==> src/gtc_pkg.sv <==
// Timer register map, fields, reset values and state types.
package gtc_pkg;

    // ==========================================================
    // Register byte offsets
    localparam logic [7:0] OFS_WIDTH_CONFIG = 8'h00;
    localparam logic [7:0] OFS_MODE_A = 8'h04;
    localparam logic [7:0] OFS_MODE_B = 8'h08;
    localparam logic [7:0] OFS_CONTROL = 8'h0c;
    localparam logic [7:0] OFS_EVENT_MASK = 8'h18;
    localparam logic [7:0] OFS_RAW_STATUS = 8'h1c;
    localparam logic [7:0] OFS_MASKED_STATUS = 8'h20;
    localparam logic [7:0] OFS_EVENT_CLEAR = 8'h24;
    localparam logic [7:0] OFS_LOAD_A = 8'h28;
    localparam logic [7:0] OFS_LOAD_B = 8'h2c;
    localparam logic [7:0] OFS_MATCH_A = 8'h30;
    localparam logic [7:0] OFS_MATCH_B = 8'h34;
    localparam logic [7:0] OFS_PRESCALE_A = 8'h38;
    localparam logic [7:0] OFS_PRESCALE_B = 8'h3c;
    localparam logic [7:0] OFS_COUNT_A = 8'h48;
    localparam logic [7:0] OFS_COUNT_B = 8'h4c;

    // ==========================================================
    // Field positions
    localparam int HALF_FIELD_STRIDE = 8;   // Timer B fields sit 8 bits above timer A
    localparam int CTL_ENABLE_BIT = 0;
    localparam int CTL_EVENT_LSB = 2;
    localparam int CTL_PWM_LEVEL_BIT = 6;
    localparam int ST_TIMEOUT_BIT = 0;
    localparam int ST_MATCH_BIT = 1;
    localparam int ST_CAPTURE_BIT = 2;
    localparam int ST_CLOCK_BIT = 3;

    // ==========================================================
    // Encodings
    localparam logic [2:0] CFG_WIDE = 3'h0;
    localparam logic [2:0] CFG_CLOCK = 3'h1;
    localparam logic [2:0] CFG_SPLIT = 3'h4;
    localparam logic [1:0] MODE_ONE_SHOT = 2'h1;
    localparam logic [1:0] MODE_PERIODIC = 2'h2;
    localparam logic [1:0] MODE_CAPTURE = 2'h3;
    localparam logic [1:0] EVENT_RISE = 2'h0;
    localparam logic [1:0] EVENT_FALL = 2'h1;
    localparam logic [1:0] EVENT_BOTH = 2'h3;

    // ==========================================================
    // Reset values and timing counts
    localparam logic [15:0] LOAD_RST = 16'hffff;
    localparam logic [15:0] MATCH_RST = 16'hffff;
    localparam logic [15:0] COUNT_RST = 16'hffff;
    localparam logic [31:0] CLOCK_START = 32'h0000_0001;
    localparam logic [14:0] CLOCK_DIV_LAST = 15'h7fff;  // 32768 rising pin edges per second

    // ==========================================================
    // State carriers
    typedef struct packed {
        logic alternateModeSel;
        logic captureModeSel;
        logic [1:0] halfModeField;
    } gtc_mode_t;

    typedef struct packed {
        logic pwmOutputLevel;
        logic [1:0] eventSel;
        logic halfEnable;
    } gtc_ctl_t;

    typedef struct packed {
        gtc_mode_t mode;
        gtc_ctl_t ctl;
        logic [15:0] loadValue;
        logic [15:0] matchValue;
        logic [15:0] countValue;
        logic [15:0] captureValue;
        logic [7:0] prescale;
        logic [7:0] preCount;
        logic [2:0] pinSync;
        logic pwmLevel;
        logic pwmPin;
        logic [3:0] rawFlag;
        logic [3:0] maskBit;
    } gtc_half_t;

    typedef struct packed {
        gtc_half_t [1:0] half;
        logic [2:0] widthConfig;
        logic [14:0] clockDiv;
        logic [31:0] prdata;
        logic pready;
        logic pslverr;
    } gtc_state_t;

endpackage

==> src/gtc_timer.sv <==
// General timer with two 16-bit halves: count, capture, PWM, 32-bit and clock modes.
//
// Contract
// Input level held two clocks after edges
// Prescaler bypassed in capture and PWM modes
// Capture select low gives down edge counter
// Load minus match equals edges to count
// Each qualifying edge decrements until match
// Count match sets raw and masked flags
// On match reload and clear enable
// Edges ignored until enable set again
// Edge time: free-running count, one edge kind
// Selected edge captures count, held until next
// Capture sets raw and masked event flags
// Edge time keeps counting, reloads at zero
// PWM entered by alternate, capture, mode two; the code enters PWM only with capture select low
// PWM counts to zero, reloads, repeats
// No status flags while in PWM mode
// PWM high at load, low at match
// Output level bit inverts PWM polarity
// Config zero plus mode one or two
// Config four splits into two halves
// Clock mode needs 32.768 kHz pin input
// Clock mode wraps to zero at match
// Disable before changing any configuration
// Writing one to clear bit clears flag
// Capture pins synchronised, edges from samples
//
// Our own choices: the address map and the APB register port.

`timescale 1ns/10ps

module gtc_timer (
    // Clock and reset
    input wire logic clk_sys,
    input wire logic arst_n,
    // APB slave
    input wire logic psel,
    input wire logic penable,
    input wire logic pwrite,
    input wire logic [7:0] paddr,
    input wire logic [31:0] pwdata,
    output logic [31:0] prdata,
    output logic pready,
    output logic pslverr,
    // Capture/compare pins, index 0 is timer A
    input wire logic [1:0] capturePin,
    output logic [1:0] pwmOut
);

    gtc_pkg::gtc_state_t st;
    gtc_pkg::gtc_state_t next_st;

    // ==========================================================
    // Next-state logic
    always_comb begin
        logic access;
        logic commit;
        logic hit;
        logic [31:0] rdata;
        logic [31:0] wide;
        logic [31:0] clearBits;
        logic [3:0] setFlag [2];
        logic rise;
        logic fall;
        logic countEdge;
        logic timeEdge;
        logic [15:0] dec;
        logic [1:0] ev;
        access = 1'b0;
        commit = 1'b0;
        hit = 1'b0;
        rdata = 32'h0000_0000;
        wide = 32'h0000_0000;
        clearBits = 32'h0000_0000;
        setFlag[0] = 4'h0;
        setFlag[1] = 4'h0;
        rise = 1'b0;
        fall = 1'b0;
        countEdge = 1'b0;
        timeEdge = 1'b0;
        dec = 16'h0000;
        ev = 2'h0;
        next_st = st;

        // One wait state, answer registered
        access = psel && penable;
        commit = access && st.pready;
        next_st.pready = access && !st.pready;
        unique case (paddr)
            gtc_pkg::OFS_WIDTH_CONFIG: begin
                hit = 1'b1;
                rdata = {29'h0, st.widthConfig};
            end
            gtc_pkg::OFS_MODE_A: begin
                hit = 1'b1;
                rdata = {28'h0, st.half[0].mode};
            end
            gtc_pkg::OFS_MODE_B: begin
                hit = 1'b1;
                rdata = {28'h0, st.half[1].mode};
            end
            gtc_pkg::OFS_CONTROL: begin
                hit = 1'b1;
                for (int n = 0; n < 2; n++) begin
                    rdata[n*gtc_pkg::HALF_FIELD_STRIDE + gtc_pkg::CTL_ENABLE_BIT] =
                        st.half[n].ctl.halfEnable;
                    rdata[n*gtc_pkg::HALF_FIELD_STRIDE + gtc_pkg::CTL_EVENT_LSB +: 2] =
                        st.half[n].ctl.eventSel;
                    rdata[n*gtc_pkg::HALF_FIELD_STRIDE + gtc_pkg::CTL_PWM_LEVEL_BIT] =
                        st.half[n].ctl.pwmOutputLevel;
                end
            end
            gtc_pkg::OFS_EVENT_MASK: begin
                hit = 1'b1;
                rdata = {16'h0, 4'h0, st.half[1].maskBit, 4'h0, st.half[0].maskBit};
            end
            gtc_pkg::OFS_RAW_STATUS: begin
                hit = 1'b1;
                rdata = {16'h0, 4'h0, st.half[1].rawFlag, 4'h0, st.half[0].rawFlag};
            end
            gtc_pkg::OFS_MASKED_STATUS: begin
                hit = 1'b1;
                rdata = {16'h0, 4'h0, st.half[1].rawFlag & st.half[1].maskBit,
                         4'h0, st.half[0].rawFlag & st.half[0].maskBit};
            end
            gtc_pkg::OFS_EVENT_CLEAR: hit = 1'b1;  // Write-only, reads zero
            gtc_pkg::OFS_LOAD_A: begin
                hit = 1'b1;
                rdata = (st.widthConfig == gtc_pkg::CFG_SPLIT) ? {16'h0, st.half[0].loadValue}
                        : {st.half[1].loadValue, st.half[0].loadValue};
            end
            gtc_pkg::OFS_LOAD_B: begin
                hit = 1'b1;
                rdata = {16'h0, st.half[1].loadValue};
            end
            gtc_pkg::OFS_MATCH_A: begin
                hit = 1'b1;
                rdata = (st.widthConfig == gtc_pkg::CFG_SPLIT) ? {16'h0, st.half[0].matchValue}
                        : {st.half[1].matchValue, st.half[0].matchValue};
            end
            gtc_pkg::OFS_MATCH_B: begin
                hit = 1'b1;
                rdata = {16'h0, st.half[1].matchValue};
            end
            gtc_pkg::OFS_PRESCALE_A: begin
                hit = 1'b1;
                rdata = {24'h0, st.half[0].prescale};
            end
            gtc_pkg::OFS_PRESCALE_B: begin
                hit = 1'b1;
                rdata = {24'h0, st.half[1].prescale};
            end
            gtc_pkg::OFS_COUNT_A, gtc_pkg::OFS_COUNT_B: hit = 1'b1;
            default: hit = 1'b0;
        endcase
        // Count reads show capture in edge time
        for (int n = 0; n < 2; n++) begin
            if (paddr == (n == 0 ? gtc_pkg::OFS_COUNT_A : gtc_pkg::OFS_COUNT_B)) begin
                if (st.widthConfig != gtc_pkg::CFG_SPLIT && n == 0) begin
                    rdata = {st.half[1].countValue, st.half[0].countValue};
                end else if (st.half[n].mode.halfModeField == gtc_pkg::MODE_CAPTURE &&
                             st.half[n].mode.captureModeSel) begin
                    rdata = {16'h0, st.half[n].captureValue};
                end else begin
                    rdata = {16'h0, st.half[n].countValue};
                end
            end
        end
        next_st.prdata = (access && !st.pready && !pwrite) ? rdata : 32'h0000_0000;
        next_st.pslverr = access && !st.pready && !hit;

        // Synchronisers; edges from stages two and three
        for (int n = 0; n < 2; n++) begin
            next_st.half[n].pinSync = {st.half[n].pinSync[1:0], capturePin[n]};
        end

        // Split: halves run alone
        if (st.widthConfig == gtc_pkg::CFG_SPLIT) begin
            for (int n = 0; n < 2; n++) begin
                rise = st.half[n].pinSync[1] && !st.half[n].pinSync[2];
                fall = !st.half[n].pinSync[1] && st.half[n].pinSync[2];
                ev = st.half[n].ctl.eventSel;
                dec = st.half[n].countValue - 16'h0001;
                if (st.half[n].ctl.halfEnable) begin
                    if (st.half[n].mode.alternateModeSel) begin
                        // PWM: no prescaler, no flags
                        if (st.half[n].mode.halfModeField == gtc_pkg::MODE_PERIODIC &&
                            !st.half[n].mode.captureModeSel) begin
                            next_st.half[n].countValue = (st.half[n].countValue == 16'h0000)
                                ? st.half[n].loadValue : dec;
                            if (st.half[n].countValue == st.half[n].loadValue) begin
                                next_st.half[n].pwmLevel = 1'b1;
                            end else if (st.half[n].countValue == st.half[n].matchValue) begin
                                next_st.half[n].pwmLevel = 1'b0;
                            end
                        end
                    end else if (st.half[n].mode.halfModeField == gtc_pkg::MODE_CAPTURE) begin
                        if (!st.half[n].mode.captureModeSel) begin
                            // Edge count: disabled on match, so later edges fall away
                            countEdge = (rise && ev != gtc_pkg::EVENT_FALL) ||
                                        (fall && (ev == gtc_pkg::EVENT_FALL ||
                                                  ev == gtc_pkg::EVENT_BOTH));
                            if (countEdge) begin
                                if (dec == st.half[n].matchValue) begin
                                    setFlag[n][gtc_pkg::ST_MATCH_BIT] = 1'b1;
                                    next_st.half[n].countValue = st.half[n].loadValue;
                                    next_st.half[n].ctl.halfEnable = 1'b0;
                                end else begin
                                    next_st.half[n].countValue = dec;
                                end
                            end
                        end else begin
                            // Edge time: both-edge select falls back to rising
                            timeEdge = (ev == gtc_pkg::EVENT_FALL) ? fall : rise;
                            next_st.half[n].countValue = (st.half[n].countValue == 16'h0000)
                                ? st.half[n].loadValue : dec;
                            if (timeEdge) begin
                                next_st.half[n].captureValue = st.half[n].countValue;
                                setFlag[n][gtc_pkg::ST_CAPTURE_BIT] = 1'b1;
                            end
                        end
                    end else if (st.half[n].mode.halfModeField == gtc_pkg::MODE_ONE_SHOT ||
                                 st.half[n].mode.halfModeField == gtc_pkg::MODE_PERIODIC) begin
                        // One-shot or periodic, prescaled
                        if (st.half[n].countValue == 16'h0000) begin
                            next_st.half[n].countValue = st.half[n].loadValue;
                            next_st.half[n].preCount = st.half[n].prescale;
                            setFlag[n][gtc_pkg::ST_TIMEOUT_BIT] = 1'b1;
                            if (st.half[n].mode.halfModeField == gtc_pkg::MODE_ONE_SHOT) begin
                                next_st.half[n].ctl.halfEnable = 1'b0;
                            end
                        end else if (st.half[n].preCount == 8'h00) begin
                            next_st.half[n].preCount = st.half[n].prescale;
                            next_st.half[n].countValue = dec;
                        end else begin
                            next_st.half[n].preCount = st.half[n].preCount - 8'h01;
                        end
                    end
                end
                next_st.half[n].pwmPin =
                    next_st.half[n].pwmLevel ^ st.half[n].ctl.pwmOutputLevel;
            end
        end else if (st.half[0].ctl.halfEnable) begin
            wide = {st.half[1].countValue, st.half[0].countValue};
            if (st.widthConfig == gtc_pkg::CFG_WIDE &&
                (st.half[0].mode.halfModeField == gtc_pkg::MODE_ONE_SHOT ||
                 st.half[0].mode.halfModeField == gtc_pkg::MODE_PERIODIC)) begin
                if (wide == 32'h0000_0000) begin
                    wide = {st.half[1].loadValue, st.half[0].loadValue};
                    setFlag[0][gtc_pkg::ST_TIMEOUT_BIT] = 1'b1;
                    if (st.half[0].mode.halfModeField == gtc_pkg::MODE_ONE_SHOT) begin
                        next_st.half[0].ctl.halfEnable = 1'b0;
                    end
                end else begin
                    wide = wide - 32'h0000_0001;
                end
            end else if (st.widthConfig == gtc_pkg::CFG_CLOCK) begin
                // Pin A slow reference divided to seconds
                if (st.half[0].pinSync[1] && !st.half[0].pinSync[2]) begin
                    if (st.clockDiv == gtc_pkg::CLOCK_DIV_LAST) begin
                        next_st.clockDiv = 15'h0000;
                        if (wide == {st.half[1].matchValue, st.half[0].matchValue}) begin
                            wide = 32'h0000_0000;
                            setFlag[0][gtc_pkg::ST_CLOCK_BIT] = 1'b1;
                        end else begin
                            wide = wide + 32'h0000_0001;
                        end
                    end else begin
                        next_st.clockDiv = st.clockDiv + 15'h0001;
                    end
                end
            end
            next_st.half[1].countValue = wide[31:16];
            next_st.half[0].countValue = wide[15:0];
        end

        // Writes land at the answer edge
        if (commit && pwrite && !st.pslverr) begin
            unique case (paddr)
                gtc_pkg::OFS_WIDTH_CONFIG: begin
                    next_st.widthConfig = pwdata[2:0];
                    if (pwdata[2:0] == gtc_pkg::CFG_CLOCK) begin
                        next_st.half[1].countValue = gtc_pkg::CLOCK_START[31:16];
                        next_st.half[0].countValue = gtc_pkg::CLOCK_START[15:0];
                        next_st.clockDiv = 15'h0000;
                    end
                end
                gtc_pkg::OFS_MODE_A: next_st.half[0].mode = pwdata[3:0];
                gtc_pkg::OFS_MODE_B: next_st.half[1].mode = pwdata[3:0];
                gtc_pkg::OFS_CONTROL: begin
                    for (int n = 0; n < 2; n++) begin
                        next_st.half[n].ctl.halfEnable =
                            pwdata[n*gtc_pkg::HALF_FIELD_STRIDE + gtc_pkg::CTL_ENABLE_BIT];
                        next_st.half[n].ctl.eventSel =
                            pwdata[n*gtc_pkg::HALF_FIELD_STRIDE + gtc_pkg::CTL_EVENT_LSB +: 2];
                        next_st.half[n].ctl.pwmOutputLevel =
                            pwdata[n*gtc_pkg::HALF_FIELD_STRIDE + gtc_pkg::CTL_PWM_LEVEL_BIT];
                    end
                end
                gtc_pkg::OFS_EVENT_MASK: begin
                    next_st.half[0].maskBit = pwdata[3:0];
                    next_st.half[1].maskBit = pwdata[11:8];
                end
                gtc_pkg::OFS_EVENT_CLEAR: clearBits = pwdata;
                gtc_pkg::OFS_LOAD_A: begin
                    next_st.half[0].loadValue = pwdata[15:0];
                    next_st.half[0].countValue = pwdata[15:0];
                    if (st.widthConfig != gtc_pkg::CFG_SPLIT) begin
                        next_st.half[1].loadValue = pwdata[31:16];
                        next_st.half[1].countValue = pwdata[31:16];
                    end
                end
                gtc_pkg::OFS_LOAD_B: begin
                    next_st.half[1].loadValue = pwdata[15:0];
                    next_st.half[1].countValue = pwdata[15:0];
                end
                gtc_pkg::OFS_MATCH_A: begin
                    next_st.half[0].matchValue = pwdata[15:0];
                    if (st.widthConfig != gtc_pkg::CFG_SPLIT) begin
                        next_st.half[1].matchValue = pwdata[31:16];
                    end
                end
                gtc_pkg::OFS_MATCH_B: next_st.half[1].matchValue = pwdata[15:0];
                gtc_pkg::OFS_PRESCALE_A: next_st.half[0].prescale = pwdata[7:0];
                gtc_pkg::OFS_PRESCALE_B: next_st.half[1].prescale = pwdata[7:0];
                default: clearBits = 32'h0000_0000;  // Count registers are read-only
            endcase
        end

        // Sticky flags; same-cycle set beats clear
        for (int n = 0; n < 2; n++) begin
            next_st.half[n].rawFlag = (st.half[n].rawFlag &
                ~clearBits[n*gtc_pkg::HALF_FIELD_STRIDE +: 4]) | setFlag[n];
        end
    end

    // ==========================================================
    // State register
    always_ff @(posedge clk_sys or negedge arst_n) begin
        if (!arst_n) begin
            st <= '0;
            for (int n = 0; n < 2; n++) begin
                st.half[n].loadValue <= gtc_pkg::LOAD_RST;
                st.half[n].matchValue <= gtc_pkg::MATCH_RST;
                st.half[n].countValue <= gtc_pkg::COUNT_RST;
            end
        end else begin
            st <= next_st;
        end
    end

    // ==========================================================
    // Outputs from the state register
    assign prdata = st.prdata;
    assign pready = st.pready;
    assign pslverr = st.pslverr;
    assign pwmOut = {st.half[1].pwmPin, st.half[0].pwmPin};

endmodule

==> config.mk <==
export PLATFORM = sky130hd
export DESIGN_NAME = gtc_timer
export DESIGN_NICKNAME = d
export VERILOG_FILES = /design/src/gtc_pkg.sv /design/src/gtc_timer.sv
export SDC_FILE = /design/constraint.sdc
export NUM_CORES = 1
export LEC_CHECK = 0
export BUFFER_PORTS_ARGS = -buffer_cell sky130_fd_sc_hd__buf_2
export CELL_PAD_IN_SITES_DETAIL_PLACEMENT = 2
export CELL_PAD_IN_SITES_GLOBAL_PLACEMENT = 2
export CORE_MARGIN = 1
export CORE_UTILIZATION = 38
export DETAILED_ROUTE_END_ITERATION = 8
export PLACE_DENSITY = 0.78
export RECOVER_POWER = 50
export REMOVE_ABC_BUFFERS = 1
export SLEW_MARGIN = 20
export SYNTH_ARGS = -nofsm -noshare
export SYNTH_HDL_FRONTEND = slang
export SYNTH_SLANG_ARGS = --single-unit
==> constraint.sdc <==
create_clock -name clk_sys -period 5 [get_ports clk_sys]
set_input_delay 1 -clock clk_sys [delete_from_list [all_inputs] [get_ports clk_sys]]
set_output_delay 1 -clock clk_sys [all_outputs]
set_load 0.1 [all_outputs]
# After elaboration in Yosys (flattened, before gate mapping)
# Cells that the tools add are included.
[word_totals] wordCells=324 register_bits=254 inputBits=47 out_inout_bits=36
[op_classes] eq_ne=41 n_mux=162 n_reduce_logical=61 n_addsub=7 n_bitwise=14
[op_table] cell="16-bit two-way mux" count=40
[op_table] cell="32-bit two-way mux" count=14
[op_table] cell="15-bit two-way mux" count=9
[op_table] cell="49-bit two-way mux" count=2
[op_table] cell="16-bit equality test" count=6
[op_table] cell="16-bit one-hot mux with 2 select lines" count=3
[op_table] cell="17-bit one-hot mux with 4 select lines" count=1
[op_table] cell="1-bit two-way mux" count=67
[op_table] cell="8-bit by 6-bit equality test with 1-bit output, second input constant" count=8
[op_table] cell="16-bit one-hot mux with 3 select lines" count=1
[op_table] cell="32-bit by 1-bit adder with 32-bit output, second input constant" count=1
[op_table] cell="32-bit equality test" count=1
[op_table] cell="16-bit zero test" count=2
[op_table] cell="32-bit zero test" count=1
[op_table] cell="8-bit two-way mux" count=4
[op_table] cell="16-bit by 1-bit subtractor with 16-bit output, second input constant" count=2
[op_table] cell="32-bit by 1-bit subtractor with 32-bit output, second input constant" count=1
[op_table] cell="2-bit one-hot mux with 13 select lines" count=1
[op_table] cell="8-bit zero test" count=3
[op_table] cell="12-bit two-way mux" count=2
[op_table] cell="1-bit logical AND" count=20
[op_table] cell="2-bit AND reduction" count=9
[op_table] cell="4-bit bitwise AND" count=4
[op_table] cell="8-bit by 4-bit equality test with 1-bit output, second input constant" count=2
[op_table] cell="other kinds (37)" count=81

# Longest topological paths before layout
[logic_depth] word_depth=13 ltp_mapped=17 ltp_nobuf=12

# Least setup slack after synthesis
# No wires, ideal clock.
[synth_timing] path_kind="reg-to-reg" from="reg st[98] in the netlist's numbering" to="reg st[112] in the netlist's numbering" path_buffers=3 path_stages_with_launch=16 synth_period_minus_slack_ns=3.846 setup_time_ns=0.093 required_ns=4.907 slack_ns=1.154 arrival_ns=3.753 cell_sequence="dfstp_2 clkbuf_1 inv_1 ha_1 or3b_2 clkbuf_1 nor4_2 xnor2_1 o2111ai_1 nor4_1 and4_1 buf_2 mux2i_1 a221oi_1 o311ai_0 nand3_1"
[synth_rtl] item="start, declared" line_no="gtc_timer.sv:51" rtl="gtc_pkg::gtc_state_t st;"
[synth_rtl] item="start signal, assigned" line_no="gtc_timer.sv:349" rtl="st <= next_st;"

==> impl_metrics.toml <==
[run_status]
status = "finished, violations left"
violations = "capacitance limit, slew limit"

[floorplanning]
fp.coreArea_um2 = 51500
start_util_pct = 38.6
num_rows = 83
fp.dieArea_um2 = 53300
die_h_um = 231
fp.dieW_um = 231
io_pins = 83

[logic_synthesis]
synth_edf_count = 0
synth.largest_area_cell = "dfrtp_1"
syn_inst = 2532
syn_area_um2 = 19900
yosysWarnings = 0
ys_seq_area_share_pct = 32.6
synth.area.top_cells = "dfrtp_1 20%, dfstp_2 13%, nand2_1 6.8%, o21ai_0 5.9%, a21oi_1 5.0%"
synthArstFlopShare_pct = 100
synth_top_flop_cell = "dfrtp_1"
synth_most_common_cell = "nand2_1"
netlist_top_cells_count = "358 x nand2_1, 234 x o21ai_0, 210 x nor2_1, 197 x a21oi_1, 192 x clkbuf_1"
synth.ff_latch_count = 254
synth_top_area_share_pct = 19.9
synth_cell_types = 84
syn-mean-instance-area_um2 = 7.86

[clocking]
postCtsSetupRepairBufs = 0
post_cts_resized = 0
clockBufferDepth = 3
clk_pin_slew_ns = 0.06
cts_tree = "yes"
cts.htree.levels = 2
clk_latency_ns = 0.58
cts-root-buf = "clkbuf_16"
holdBufCountCts = 0
numCtsBuffers = 34
clock_sinks = 254

[power_and_ir_drop]
p_leak_nw = 8.81
power_density_nw_per_um2 = 321
ir_drop_v = 0.000278

[detailed_routing]
final_antenna_net_count = 0
wl_per_cell_um = 34.9
drtIter0Drc = 2681
dr.pass1.iters = 8
drt-total-wl_um = 112000
vias = 22300
viasPerCell = 6.94
drc = 0

[global_routing]
grt_pass1_wl_um = 164000
grt_pass1_vias = 23200
antenna_found_initial = 4
grt-ovfl-total = 0
grt_max_degree = 96
grtUsageTotal_pct = 41.8

[timing]
skew_ns = 0.0216
drv_slew = 95
period_share_pct = 95.4
hold_viol = 0
layout_min_cycle_time_ns = 4.77
whs_ns = 0.352
worst_pin_slew_ns = 2.97
rsz0062_at_grt = "no"
setup_viol = 0
maxSlewHeadroom_pct = -98.3
setup_tns_ns = 0
maxClockFrequency_ghz = 0.210

[layout]
regArea_um2 = 6480
design_area_um2 = 22100
fin_nets = 2570
multiInputGateArea_um2 = 12300
fillers = 5887
n_antenna_cell = 0
final_layout_size_suffix_gt1_share_pct = 18.3
area_growth_syn_to_layout_pct = 11.1

[flow_run]
cap_viol_max_count = 1

[setup_path]
arrival_ns = 5.26
endpoint_kind = "flop"
required_ns = 5.49
startpoint_type = "flop"
crit_type = "flop to flop"
crit_path_max_fanout = 17

[placed_design]
dp.final_hpwl_um = 79400
place_congestion = 0.997
portBuffers = 82
placed_area_um2 = 21000

[worst_hold_path]
hp-class = "flop to flop"
## routing by layer
layer,GRT usage [%],part of all wire (%)
met1,56.1,42
met2,64.5,44
met3,7.37,8.8
met4,20.9,5.6
met5,0,0.021
## layout make-up
cell class | count | area share [%]
Tap cell | 680 | 3.85
Timing Repair Buffer | 189 | 5.48
Clock inverter | 21 | 1.23
Multi-Input combinational cell | 1996 | 55.6
Sequential cell | 254 | 29.3
Clock buffer | 41 | 4.01
Inverter | 33 | 0.560
## state kept, by name, summed over array words and instances, names as in the netlist
| register | count |
|---|---|
| next_st | 4 |
| prdata | 32 |
| pready | 1 |
| pslverr | 1 |
| pwmOut | 2 |
| st | 214 |
## critical path, cell delays in order, from the launching register on
cell     delay [ns]
dfstp_2        0.50
nor4_1         0.98
nor3b_1        0.59
a21oi_1        0.17
o21ai_1        0.97
o21ai_0        0.50
a221o_1        0.48
a211o_1        0.24
a31oi_1        0.16
o21ai_0        0.10
## worst paths after layout
path	endpoint	cells after the start	from	slack, ns
worst max-delay path	st[206]	9	st[210]	0.23
worst min-delay path	next_st[64]	0	next_st[63]	0.35
worst max register to register	st[206]	9	st[210]	0.23
worst min register to register	next_st[64]	0	next_st[63]	0.35
max in group asynchronous	st[189]	2	arst_n	0.88
min in group asynchronous	prdata[29]	1	arst_n	1.34
## where the power goes
| group | switching (mW) | internal (mW) | leakage [nW] |
|---|---|---|---|
| logic | 1.15 | 0.643 | 5.23 |
| registers | 0.436 | 2.21 | 3.03 |
| clock network | 1.14 | 1.51 | 0.549 |
## cell families after synthesis
group / after synthesis / synth area share [%]
xor+xnor: 119 / 5.40
buf+inv: 282 / 6.14
compound gates: 792 / 25.4
simple gates: 920 / 21.5
mux: 150 / 8.08
flops: 254 / 32.6
fa+ha+maj: 15 / 0.944
## placed cells by master, fill, tap and decap left out, types with 18 or more instances in the layout
master,count
a211oi_1,18
a21oi_1,196
a221oi_1,24
a22oi_1,35
a31oi_1,45
and2_1,21
and3_1,27
buf_2,72
buf_4,104
clkbuf_16,34
dfrtp_1,158
dfstp_2,96
inv_1,29
mux2_2,85
mux2i_1,65
nand2_1,358
nand3_1,68
nand4_1,35
nor2_1,206
nor3_1,60
nor4_1,23
o211ai_1,25
o21ai_0,234
o22ai_1,27
o31ai_1,18
or3_1,28
xnor2_1,64
xor2_1,53
## metrics by stage
step / instances / total power, mW / setup slack [ns] / util (%)
after floorplan: 2283 / 3.59 / 0.459 / -
after global placement: 3152 / 4.31 / 0.550 / 40.7
after detailed placement: 3152 / 4.38 / 0.589 / 40.7
after CTS: 3214 / 7.05 / 0.561 / 43.0
after global routing: 3214 / 7.29 / 0.183 / 42.9
final: 3214 / 7.09 / 0.228 / 42.9
Power figures use the tool's default switching activity.
